File: src/shared/bcc_map.svh
/*
  Constants for the breaker control and counter block: timing counts,
  counter limits and reset values.
  Assumes a 25 MHz system clock; times are converted to cycles here.
*/
`ifndef BCC_MAP_SVH
`define BCC_MAP_SVH

// ****************************************************************
// Timing
// ****************************************************************
`define BCC_CLK_HZ 25000000
`define BCC_DISC_TIME_S 5
`define BCC_DISC_CYCLES (`BCC_DISC_TIME_S * `BCC_CLK_HZ)
`define BCC_RUN_TICK_CYCLES `BCC_CLK_HZ

// ****************************************************************
// Widths, limits and resets
// ****************************************************************
`define BCC_TIME_W 32
`define BCC_CNT_W 16
`define BCC_SUM_W 32
`define BCC_RUN_W 32
`define BCC_OPS_MAX 16'h2710
`define BCC_ZERO16 16'h0000
`define BCC_ZERO32 32'h0000_0000

`endif

File: src/shared/bcc_pkg.sv
/*
  Types for the breaker control and counter block.
  Assumes bcc_map.svh supplies the widths.
*/
`include "bcc_map.svh"
package bcc_pkg;

  typedef enum logic [1:0]
  {
    BCC_ST_OPEN,
    BCC_ST_CLOSED,
    BCC_ST_FAIL,
    BCC_ST_UNKNOWN
  } bcc_state_t;

  typedef struct packed
  {
    logic trip;
    logic close;
  } bcc_req_t;

  typedef struct packed
  {
    logic [`BCC_CNT_W-1:0] ops;
    logic [`BCC_SUM_W-1:0] ia;
    logic [`BCC_SUM_W-1:0] ib;
    logic [`BCC_SUM_W-1:0] ic;
  } bcc_cnt_t;

  typedef struct packed
  {
    logic [`BCC_SUM_W-1:0] ia;
    logic [`BCC_SUM_W-1:0] ib;
    logic [`BCC_SUM_W-1:0] ic;
  } bcc_cur_t;

endpackage : bcc_pkg

File: src/logic/bcc_breaker_ctrl.sv
/*
  Breaker control and condition counters: request checking, close delay,
  timed trip and close pulses, fail and discrepancy alarms, counters.
  Assumes contact and opto inputs are asynchronous pins; menu, remote,
  protection and settings inputs come from logic on i_clock.
*/
`include "bcc_map.svh"
module bcc_breaker_ctrl #(
  parameter logic [`BCC_TIME_W-1:0] DISC_CYCLES = `BCC_DISC_CYCLES,
  parameter logic [`BCC_TIME_W-1:0] RUN_TICK_CYCLES = `BCC_RUN_TICK_CYCLES
)
(
  input wire logic i_clock,
  input wire logic i_reset,
  input wire logic i_aux_contact_no,
  input wire logic i_aux_contact_nc,
  input wire logic i_no_in_use,
  input wire logic i_nc_in_use,
  input wire bcc_pkg::bcc_req_t i_menu_req,
  input wire bcc_pkg::bcc_req_t i_opto_req,
  input wire bcc_pkg::bcc_req_t i_remote_req,
  input wire logic i_protection_trip,
  input wire logic i_external_trip,
  input wire logic i_test_mode,
  input wire logic i_counter_clear,
  input wire bcc_pkg::bcc_cur_t i_broken_current,
  input wire logic [`BCC_TIME_W-1:0] i_close_delay,
  input wire logic [`BCC_TIME_W-1:0] i_trip_pulse,
  input wire logic [`BCC_TIME_W-1:0] i_close_pulse,
  output logic o_trip_coil,
  output logic o_close_coil,
  output logic o_close_pending,
  output logic o_breaker_open_fail_alarm,
  output logic o_breaker_shut_fail_alarm,
  output logic o_breaker_discrepancy_alarm,
  output bcc_pkg::bcc_state_t o_breaker_state,
  output bcc_pkg::bcc_cnt_t o_counters,
  output logic [`BCC_RUN_W-1:0] o_run_time
);

  typedef enum logic [1:0]
  {
    BCC_IDLE,
    BCC_DELAY,
    BCC_TRIP,
    BCC_CLOSE
  } bcc_fsm_t;

  // ****************************************************************
  // Input synchronisers
  // ****************************************************************
  logic [1:0] pin_meta_q;
  logic [1:0] pin_meta_d;
  logic [1:0] pin_sync_q;
  logic [1:0] pin_sync_d;
  bcc_pkg::bcc_req_t opto_meta_q;
  bcc_pkg::bcc_req_t opto_meta_d;
  bcc_pkg::bcc_req_t opto_sync_q;
  bcc_pkg::bcc_req_t opto_sync_d;
  bcc_pkg::bcc_req_t opto_prev_q;
  bcc_pkg::bcc_req_t opto_prev_d;
  logic ext_meta_q;
  logic ext_meta_d;
  logic ext_sync_q;
  logic ext_sync_d;
  logic ext_prev_q;
  logic ext_prev_d;

  always_comb
  begin
    pin_meta_d = {i_aux_contact_no, i_aux_contact_nc};
    pin_sync_d = pin_meta_q;
    opto_meta_d = i_opto_req;
    opto_sync_d = opto_meta_q;
    opto_prev_d = opto_sync_q;
    ext_meta_d = i_external_trip;
    ext_sync_d = ext_meta_q;
    ext_prev_d = ext_sync_q;
  end

  always_ff @(posedge i_clock)
  begin
    if (i_reset)
    begin
      pin_meta_q <= 2'h0;
      pin_sync_q <= 2'h0;
      opto_meta_q <= '0;
      opto_sync_q <= '0;
      opto_prev_q <= '0;
      ext_meta_q <= 1'h0;
      ext_sync_q <= 1'h0;
      ext_prev_q <= 1'h0;
    end
    else
    begin
      pin_meta_q <= pin_meta_d;
      pin_sync_q <= pin_sync_d;
      opto_meta_q <= opto_meta_d;
      opto_sync_q <= opto_sync_d;
      opto_prev_q <= opto_prev_d;
      ext_meta_q <= ext_meta_d;
      ext_sync_q <= ext_sync_d;
      ext_prev_q <= ext_prev_d;
    end
  end

  // ****************************************************************
  // Contact decode
  // ****************************************************************
  logic no_c;
  logic nc_c;
  logic is_closed;
  logic is_open;
  bcc_pkg::bcc_state_t state_c;

  always_comb
  begin
    no_c = i_no_in_use ? pin_sync_q[1] : ~pin_sync_q[0];
    nc_c = i_nc_in_use ? pin_sync_q[0] : ~no_c;
    unique case ({no_c, nc_c})
      2'b01: state_c = bcc_pkg::BCC_ST_OPEN;
      2'b10: state_c = bcc_pkg::BCC_ST_CLOSED;
      2'b11: state_c = bcc_pkg::BCC_ST_FAIL;
      2'b00: state_c = bcc_pkg::BCC_ST_UNKNOWN;
    endcase
    is_closed = no_c;
    is_open = ~no_c;
  end

  // ****************************************************************
  // Requests and control sequence
  // ****************************************************************
  logic man_trip;
  logic man_close;
  logic opto_trip;
  logic opto_close;
  bcc_fsm_t fsm_q;
  bcc_fsm_t fsm_d;
  logic [`BCC_TIME_W-1:0] tmr_q;
  logic [`BCC_TIME_W-1:0] tmr_d;
  logic start_no_q;
  logic start_no_d;
  logic open_fail_q;
  logic open_fail_d;
  logic shut_fail_q;
  logic shut_fail_d;
  logic trip_event;

  always_comb
  begin
    opto_trip = opto_sync_q.trip & ~opto_prev_q.trip;
    opto_close = opto_sync_q.close & ~opto_prev_q.close;
    man_trip = i_menu_req.trip | opto_trip | i_remote_req.trip;
    man_close = i_menu_req.close | opto_close | i_remote_req.close;
    fsm_d = fsm_q;
    tmr_d = tmr_q;
    start_no_d = start_no_q;
    open_fail_d = open_fail_q;
    shut_fail_d = shut_fail_q;
    trip_event = 1'h0;
    if (i_protection_trip && fsm_q != BCC_TRIP)
    begin
      fsm_d = BCC_TRIP;
      tmr_d = i_trip_pulse;
      start_no_d = no_c;
      trip_event = 1'h1;
    end
    else
    begin
      unique case (fsm_q)
        BCC_IDLE:
        begin
          if (man_trip && is_closed)
          begin
            fsm_d = BCC_TRIP;
            tmr_d = i_trip_pulse;
            start_no_d = no_c;
            trip_event = 1'h1;
          end
          else if (man_close && is_open)
          begin
            fsm_d = BCC_DELAY;
            tmr_d = i_close_delay;
          end
        end
        BCC_DELAY:
        begin
          if (tmr_q == `BCC_ZERO32)
          begin
            fsm_d = BCC_CLOSE;
            tmr_d = i_close_pulse;
            start_no_d = no_c;
          end
          else
            tmr_d = tmr_q - 32'h1;
        end
        BCC_TRIP, BCC_CLOSE:
        begin
          if (tmr_q <= 32'h1)
          begin
            fsm_d = BCC_IDLE;
            if (no_c == start_no_q)
            begin
              if (fsm_q == BCC_TRIP)
                open_fail_d = 1'h1;
              else
                shut_fail_d = 1'h1;
            end
          end
          else
            tmr_d = tmr_q - 32'h1;
        end
      endcase
    end
    if (no_c != start_no_q && fsm_q == BCC_IDLE)
    begin
      open_fail_d = open_fail_q & no_c;
      shut_fail_d = shut_fail_q & ~no_c;
    end
  end

  always_ff @(posedge i_clock)
  begin
    if (i_reset)
    begin
      fsm_q <= BCC_IDLE;
      tmr_q <= `BCC_ZERO32;
      start_no_q <= 1'h0;
      open_fail_q <= 1'h0;
      shut_fail_q <= 1'h0;
    end
    else
    begin
      fsm_q <= fsm_d;
      tmr_q <= tmr_d;
      start_no_q <= start_no_d;
      open_fail_q <= open_fail_d;
      shut_fail_q <= shut_fail_d;
    end
  end

  // ****************************************************************
  // Discrepancy, counters and run time
  // ****************************************************************
  logic [`BCC_TIME_W-1:0] disc_q;
  logic [`BCC_TIME_W-1:0] disc_d;
  logic disc_alarm_q;
  logic disc_alarm_d;
  bcc_pkg::bcc_cnt_t cnt_q;
  bcc_pkg::bcc_cnt_t cnt_d;
  logic [`BCC_TIME_W-1:0] tick_q;
  logic [`BCC_TIME_W-1:0] tick_d;
  logic [`BCC_RUN_W-1:0] run_q;
  logic [`BCC_RUN_W-1:0] run_d;

  always_comb
  begin
    disc_d = `BCC_ZERO32;
    disc_alarm_d = 1'h0;
    if (i_no_in_use && i_nc_in_use && (no_c == nc_c))
    begin
      disc_d = (disc_q > DISC_CYCLES) ? disc_q : disc_q + 32'h1;
      disc_alarm_d = disc_q > DISC_CYCLES;
    end
    cnt_d = cnt_q;
    if (i_counter_clear)
      cnt_d = '0;
    else if ((trip_event || (ext_sync_q && !ext_prev_q)) && !i_test_mode)
    begin
      if (cnt_q.ops < `BCC_OPS_MAX)
        cnt_d.ops = cnt_q.ops + 16'h1;
      cnt_d.ia = cnt_q.ia + i_broken_current.ia;
      cnt_d.ib = cnt_q.ib + i_broken_current.ib;
      cnt_d.ic = cnt_q.ic + i_broken_current.ic;
    end
    tick_d = `BCC_ZERO32;
    run_d = run_q;
    if (is_closed)
    begin
      tick_d = tick_q + 32'h1;
      if (tick_q >= RUN_TICK_CYCLES - 32'h1)
      begin
        tick_d = `BCC_ZERO32;
        run_d = run_q + 32'h1;
      end
    end
  end

  always_ff @(posedge i_clock)
  begin
    if (i_reset)
    begin
      disc_q <= `BCC_ZERO32;
      disc_alarm_q <= 1'h0;
      cnt_q <= '0;
      tick_q <= `BCC_ZERO32;
      run_q <= `BCC_ZERO32;
    end
    else
    begin
      disc_q <= disc_d;
      disc_alarm_q <= disc_alarm_d;
      cnt_q <= cnt_d;
      tick_q <= tick_d;
      run_q <= run_d;
    end
  end

  // ****************************************************************
  // Outputs
  // ****************************************************************
  assign o_trip_coil = (fsm_q == BCC_TRIP);
  assign o_close_coil = (fsm_q == BCC_CLOSE);
  assign o_close_pending = (fsm_q == BCC_DELAY);
  assign o_breaker_open_fail_alarm = open_fail_q;
  assign o_breaker_shut_fail_alarm = shut_fail_q;
  assign o_breaker_discrepancy_alarm = disc_alarm_q;
  assign o_breaker_state = state_c;
  assign o_counters = cnt_q;
  assign o_run_time = run_q;

endmodule : bcc_breaker_ctrl

File: config.mk
export PLATFORM = sky130hd
export DESIGN_NAME = bcc_breaker_ctrl
export DESIGN_NICKNAME = d
export VERILOG_FILES = /design/src/shared/bcc_pkg.sv /design/src/logic/bcc_breaker_ctrl.sv
export VERILOG_INCLUDE_DIRS = /design/src /design/src/shared
export SDC_FILE = /design/constraint.sdc
export NUM_CORES = 1
export LEC_CHECK = 0
export BUFFER_PORTS_ARGS = -buffer_cell sky130_fd_sc_hd__buf_2
export CORE_ASPECT_RATIO = 1.5
export CORE_MARGIN = 2
export CORE_UTILIZATION = 55
export CTS_CLUSTER_SIZE = 40
export DETAILED_ROUTE_END_ITERATION = 7
export GPL_TIMING_DRIVEN = 0
export PLACE_DENSITY_LB_ADDON = 0.3
export SYNTH_ARGS = -nofsm -noshare
export SYNTH_HDL_FRONTEND = slang
export SYNTH_SLANG_ARGS = --single-unit
File: constraint.sdc
create_clock -name i_clock -period 4.5 [get_ports i_clock]
set_clock_uncertainty 0.1 [all_clocks]
set_input_delay 0.9 -clock i_clock [delete_from_list [all_inputs] [get_ports i_clock]]
set_output_delay 0.9 -clock i_clock [all_outputs]
set_load 0.01 [all_outputs]
# Yosys cells after proc, flatten, opt, wreduce, memory -nomap -nowiden
# Index checks and enable logic that the tools add are counted.
totals:
  output_inout_bits: 152
  in_bits: 208
  regBits: 259
  elab_cells: 136
op_classes:
  reduce_logical: 32
  bitwise: 13
  order_cmp: 4
  muxes: 34
  addsub: 8
  n_eq_ne: 20
ops:
  columns: ["cell", "count"]
  rows:
  - ["$mux W32", 5]
  - ["$add A32 B1 Y32 const B", 3]
  - ["$add A32 B32 Y32", 3]
  - ["$pmux W32 S3", 1]
  - ["$ge A32 B25 Y1 const B", 1]
  - ["$gt A32 B27 Y1 const B", 1]
  - ["$le A32 B1 Y1 const B", 1]
  - ["$logic_not A32 Y1", 1]
  - ["$sub A32 B1 Y32 const B", 1]
  - ["$mux W1", 20]
  - ["$add A16 B1 Y16 const B", 1]
  - ["$lt A16 B14 Y1 const B", 1]
  - ["$ne A3 B3 Y1 const B", 4]
  - ["$mux W2", 5]
  - ["$reduce_and A5 Y1", 2]
  - ["$reduce_and A3 Y1", 3]
  - ["$eq A2 B2 Y1 const B", 4]
  - ["$logic_and A1 B1 Y1", 8]
  - ["$pmux W2 S4", 1]
  - ["$reduce_bool A2 Y1", 4]
  - ["$reduce_or A2 Y1", 4]
  - ["$ne A2 B1 Y1 const B", 3]
  - ["$pmux W2 S3", 1]
  - ["$reduce_and A2 Y1", 3]
  - ["other kinds (15)", 30]

# Longest topological paths before layout
depth:
  ltp_word: 11
  depth_mapped: 13
  depth_no_buf: 13

# Worst setup path before layout
# No wires, ideal clock.
synth_timing:
  path_type: "in2reg"
  startpoint: "input i_broken_current[64] in the netlist's numbering"
  endpoint: "register cnt_q (netlist bit o_counters[86])"
  slack_ps: 801
  n_path_buf: 0
  t_required_ps: 4338
  stages: 13
  setup_time_ps: 62
  arrival_ps: 3537
  cell_sequence: "ha_1 -> inv_1 -> fa_1 -> nor2b_1 -> o21ai_0 -> a21oi_1 -> o21bai_1 -> a2111oi_0 -> o31ai_1 -> nand2b_1 -> a31oi_1 -> or4_1 -> nand3_1"
synth_via:
  elab_chain_cells: 1
synth_lines:
  columns: ["element", "line", "text"]
  rows:
  - ["start: declaration", "bcc_breaker_ctrl.sv:26", "input wire bcc_pkg::bcc_cur_t i_broken_current,"]
  - ["$add A32 B32 Y32", "bcc_breaker_ctrl.sv:272", "cnt_d.ia = cnt_q.ia + i_broken_current.ia;"]
  - ["end signal: assignment", "bcc_breaker_ctrl.sv:303", "cnt_q <= cnt_d;"]
  - ["end: declaration", "bcc_breaker_ctrl.sv:249", "bcc_pkg::bcc_cnt_t cnt_q;"]
# Every way passes these cells.
# A chain may end at the register's enable or synchronous reset.

# Final worst setup path
layout_timing:
  startpoint: "register fsm_q[0]"
  endpoint: "register cnt_q (netlist bit o_counters[77])"
layout_via:
  elab_chain_cells: 5
  word_cells_on_any_way: 7
  classes_between: "eq/ne (1); mux (2); reduce/logical (4)"
layout_lines:
  columns: ["element", "line", "text"]
  rows:
  - ["start: declaration", "bcc_breaker_ctrl.sv:137", "bcc_fsm_t fsm_q;"]
  - ["start signal: assignment", "bcc_breaker_ctrl.sv:234", "fsm_q <= fsm_d;"]
  - ["$logic_not A2 Y1 or $ne A2 B2 Y1 (tied branches)", "bcc_breaker_ctrl.sv:170, bcc_breaker_ctrl.sv:161", null]
  - ["$mux W1 or $logic_and A1 B1 Y1 (tied branches)", "bcc_breaker_ctrl.sv:170, bcc_breaker_ctrl.sv:161", null]
  - ["$mux W1 (*)", "bcc_breaker_ctrl.sv:161", "if (i_protection_trip && fsm_q != BCC_TRIP)"]
  - ["$logic_or A1 B1 Y1 (*)", "bcc_breaker_ctrl.sv:268", "else if ((trip_event || (ext_sync_q && !ext_prev_q)) && !i_test_mode)"]
  - ["$logic_and A1 B1 Y1 (*)", "bcc_breaker_ctrl.sv:268", null]
# Every way passes the cells marked *; elsewhere a longest branch is shown, timed or not.

==> results.py <==
metrics = {
    "layout": {
        "fillers": 2455,
        "multi_input_area_mm2": 0.0102,
        "final-seq-area_mm2": 0.00518,
        "drive_gt1_share_pct": 17.7,
        "nets": 2740,
        "syn2layout_area_growth_pct": 20.2,
        "final_cell_mix": "buf_2 (365), dfxtp_1 (259), nor2_1 (240), nand2_1 (219), a21oi_1 (182)",
        "final_common_cell": "buf_2",
    },
    "pwr": {
        "p_leak_nw": 8.25,
        "power_frac_clock_pct": 37.6,
        "combPwrFrac_pct": 21.8,
        "pwr-share-seq_pct": 40.7,
        "ir_drop_uv": 265,
        "intPower_mw": 4.19,
        "switchingPower_mw": 1.90,
        "power.density_mw_per_mm2": 319,
        "switching_share_pct": 31.2,
        "finalPower_mw": 6.09,
    },
    "setup_path": {
        "timing.reg2reg.worst_path_depth": 10,
        "crit_buf_inv": 4,
        "start_kind": "flop",
        "cp-startpoint": "fsm_q[0]$_SDFFE_PP0P_",
        "critPathCapture": "o_counters[77]$_SDFFE_PP0P_",
        "rr_endpoint": "o_counters[77]$_SDFFE_PP0P_",
        "ff2ff_setup_slack_ps": 140,
        "crit_path_max_incr_delay_ps": 700,
        "critical_path_class": "flop to flop",
        "crit_required_ps": 4900,
        "critPathCaptureType": "flop",
        "crit_path_cell_trace": "clkbuf_2 > or2_2 > clkbuf_1 > a221oi_4 > nor2_2 > a21oi_1 > clkbuf_1 > clkbuf_1 > nand3_1 > a21oi_1",
        "path_max_fanout": 10,
        "slowest_stage": "a21oi_1",
        "critPathTopFamily": "buffers and inverters",
        "worstPathArrival_ps": 4760,
        "path_common_cell": "clkbuf_1",
        "reg2reg_from": "fsm_q[0]$_SDFFE_PP0P_",
        "cp.depth": 10,
    },
    "grt": {
        "grt_pass1_wl_mm": 80.9,
        "grt_pass1_vias": 16300,
        "grt_overflow": 0,
        "grt_antenna_before_repair": 8,
        "grt_usage_pct": 33.1,
        "grt_max_degree": 16,
    },
    "synth": {
        "yosysTopAreaCellShare_pct": 32.6,
        "synth-seq-cells": 259,
        "synth_area_leader_cell": "dfxtp_1",
        "synth_top_family_by_area": "simple AND/OR/NAND/NOR gates",
        "synth-simple-area-share_pct": 24.2,
        "ys_warn_count": 0,
        "syn_area_per_cell_um2": 7.82,
        "synth.area.mux_share_pct": 0.567,
        "netlist_instances": 2033,
        "ys_top_cells_by_area": "dfxtp_1 (33%), ha_1 (7.9%), a21oi_1 (5.7%), nor2_1 (5.7%), nand2_1 (5.2%)",
        "syn_area_mm2": 0.0159,
        "async_flop_share_pct": 0,
        "seq_area_frac_synth_pct": 32.6,
        "synth.distinct_cells": 77,
        "synth_compound_area_share_pct": 21.9,
        "synth-xor-area-share_pct": 8.98,
        "synth_edf_count": 0,
        "synthAdderAreaFrac_pct": 8.33,
        "synthFlopType": "dfxtp_1",
    },
    "place": {
        "dp_hpwl_mm": 40.0,
        "finalWeightedCongestion": 0.942,
        "port_buffers": 359,
    },
    "clock_network": {
        "cts.sinks": 259,
        "clk_transition_reported_paths_ps": 60,
        "cts-htree-levels": 1,
        "clk_latency_ps": 580,
        "ctsResizeCount": 0,
        "cts_tree": "done",
        "root_buffer": "clkbuf_16",
        "cts_setup_buffers": 0,
        "cts_buffer_depth": 3,
        "holdBufCountCts": 0,
        "cts_buffers": 27,
    },
    "floorplanning": {
        "die_x_um": 143,
        "io-pin-count": 360,
        "rows": 76,
        "dieArea_mm2": 0.0303,
        "chipHeight_um": 212,
        "coreArea_mm2": 0.0286,
        "start_util_pct": 55.5,
    },
    "hold_path": {
        "min_path_cells": 1,
        "hp-class": "flop to flop",
    },
    "sta": {
        "hold_violations": 0,
        "slew_violations": 0,
        "period_share_pct": 96.9,
        "slew_headroom_pct": 33.2,
        "finalWorstPathRequiredPeriod_ps": 4360,
        "setup_viol": 0,
        "tightestPinTransition_ps": 1000,
        "fin_setup_tns_ps": 0,
        "rsz0062_at_grt": "false",
        "fmax_mhz": 229,
    },
    "route": {
        "via_per_inst": 5.88,
        "wl_per_cell_um": 18.2,
        "postRouteAntennaNets": 0,
        "drc": 0,
        "firstDrtPassIters": 6,
        "vias": 16700,
        "drt_iter0_markers": 989,
        "detail_route.wirelength_mm": 51.8,
    },
    "run": {
        "drv_cap": 0,
    },
    "run_status": {
        "status": "finished clean",
    },
}
==> sequential cells by signal (all words and copies together), names as in the netlist, 2 cells and up <==
register,cells
opto_prev_q,2
opto_prev_d,2
fsm_q,2
opto_meta_q,2
disc_q,32
o_counters,112
pin_sync_q,2
pin_meta_q,2
tmr_q,32
tick_q,32
o_run_time,32
==> kinds of logic (layout without fill, tap and decap cells) <==
family                   Yosys count  in the layout
XOR/XNOR                         163            163
flip-flops                       259            259
AO/OA/AOI/OAI                    547            547
buffers and inverters            138            547
multiplexers                       9              9
adder cells (fa/ha/maj)          104            104
other                              1             13
AND/OR/NAND/NOR                  812            812
==> stage by stage <==
stage | hold slack, ps | setup slack, ps | util [%] | instances | instance area (µm²)
floorplan | 309 | 801 | - | 2039 | 15900
global placement | 316 | -187 | 63.6 | 2788 | 18200
detailed placement | 323 | -178 | 63.6 | 2788 | 18200
CTS | 337 | 289 | 66.7 | 2837 | 19100
global route | 359 | 37.8 | 66.7 | 2842 | 19100
finish | 336 | 139 | 66.8 | 2844 | 19100
==> worst min-delay path by stage <==
stage | from | to
after floorplan | disc_q[31]$_SDFFE_PP0N_ | disc_q[31]$_SDFFE_PP0N_
after CTS | disc_q[31]$_SDFFE_PP0N_ | disc_q[31]$_SDFFE_PP0N_
after detailed placement | ext_meta_q$_SDFF_PP0_ | ext_prev_d$_SDFF_PP0_
final | pin_meta_q[1]$_SDFF_PP0_ | pin_sync_q[1]$_SDFF_PP0_
after global routing | disc_q[31]$_SDFFE_PP0N_ | disc_q[31]$_SDFFE_PP0N_
after global placement | disc_q[31]$_SDFFE_PP0N_ | disc_q[31]$_SDFFE_PP0N_
==> metal layers <==
layer	routed length (µm)	global-route usage, %
met4	3210	19.6
met5	28	0
met2	26300	60.7
met1	18800	34.9
met3	3490	6.24
==> cell type report <==
type	count	area share, %
Multi-Input combinational cell	1642	53.3
Sequential cell	259	27.1
Timing Repair Buffer	360	9.42
Clock buffer	38	3.91
Tap cell	390	2.55
Buffer	91	1.91
Inverter	47	0.923
Clock inverter	11	0.720
Antenna cell	6	0.0786
==> power by group through the flow <==
stage / clock (mW) / sequential [mW] / combinational [mW]
floorplan: 0 / 2.53 / 0.858
global route: 2.40 / 2.49 / 1.46
detailed placement: 0 / 2.53 / 1.30
finish: 2.29 / 2.48 / 1.33
CTS: 2.31 / 2.48 / 1.31
global placement: 0 / 2.52 / 1.28
==> cell usage after synthesis, drive strengths merged (7+ instances only) <==
| cell type | n |
|---|---|
| nor3 | 54 |
| xnor2 | 85 |
| a21oi | 183 |
| a211oi | 29 |
| ha | 101 |
| a22oi | 19 |
| o31ai | 8 |
| a21o | 40 |
| a221o | 8 |
| a222oi | 7 |
| nand3 | 86 |
| o21a | 13 |
| clkbuf | 77 |
| mux2i | 9 |
| o211ai | 21 |
| or3 | 23 |
| nand2b | 26 |
| buf | 14 |
| nand4 | 23 |
| a221oi | 17 |
| inv | 47 |
| a31oi | 20 |
| dfxtp | 259 |
| and2 | 21 |
| o21bai | 7 |
| nor4 | 18 |
| or2 | 9 |
| o21ai | 124 |
| and4 | 9 |
| nor2 | 242 |
| nand3b | 8 |
| xor2 | 78 |
| and3 | 30 |
| nor2b | 31 |
| nand2 | 219 |
| o22ai | 8 |
Note: power is estimated with default switching activity, not from simulation.
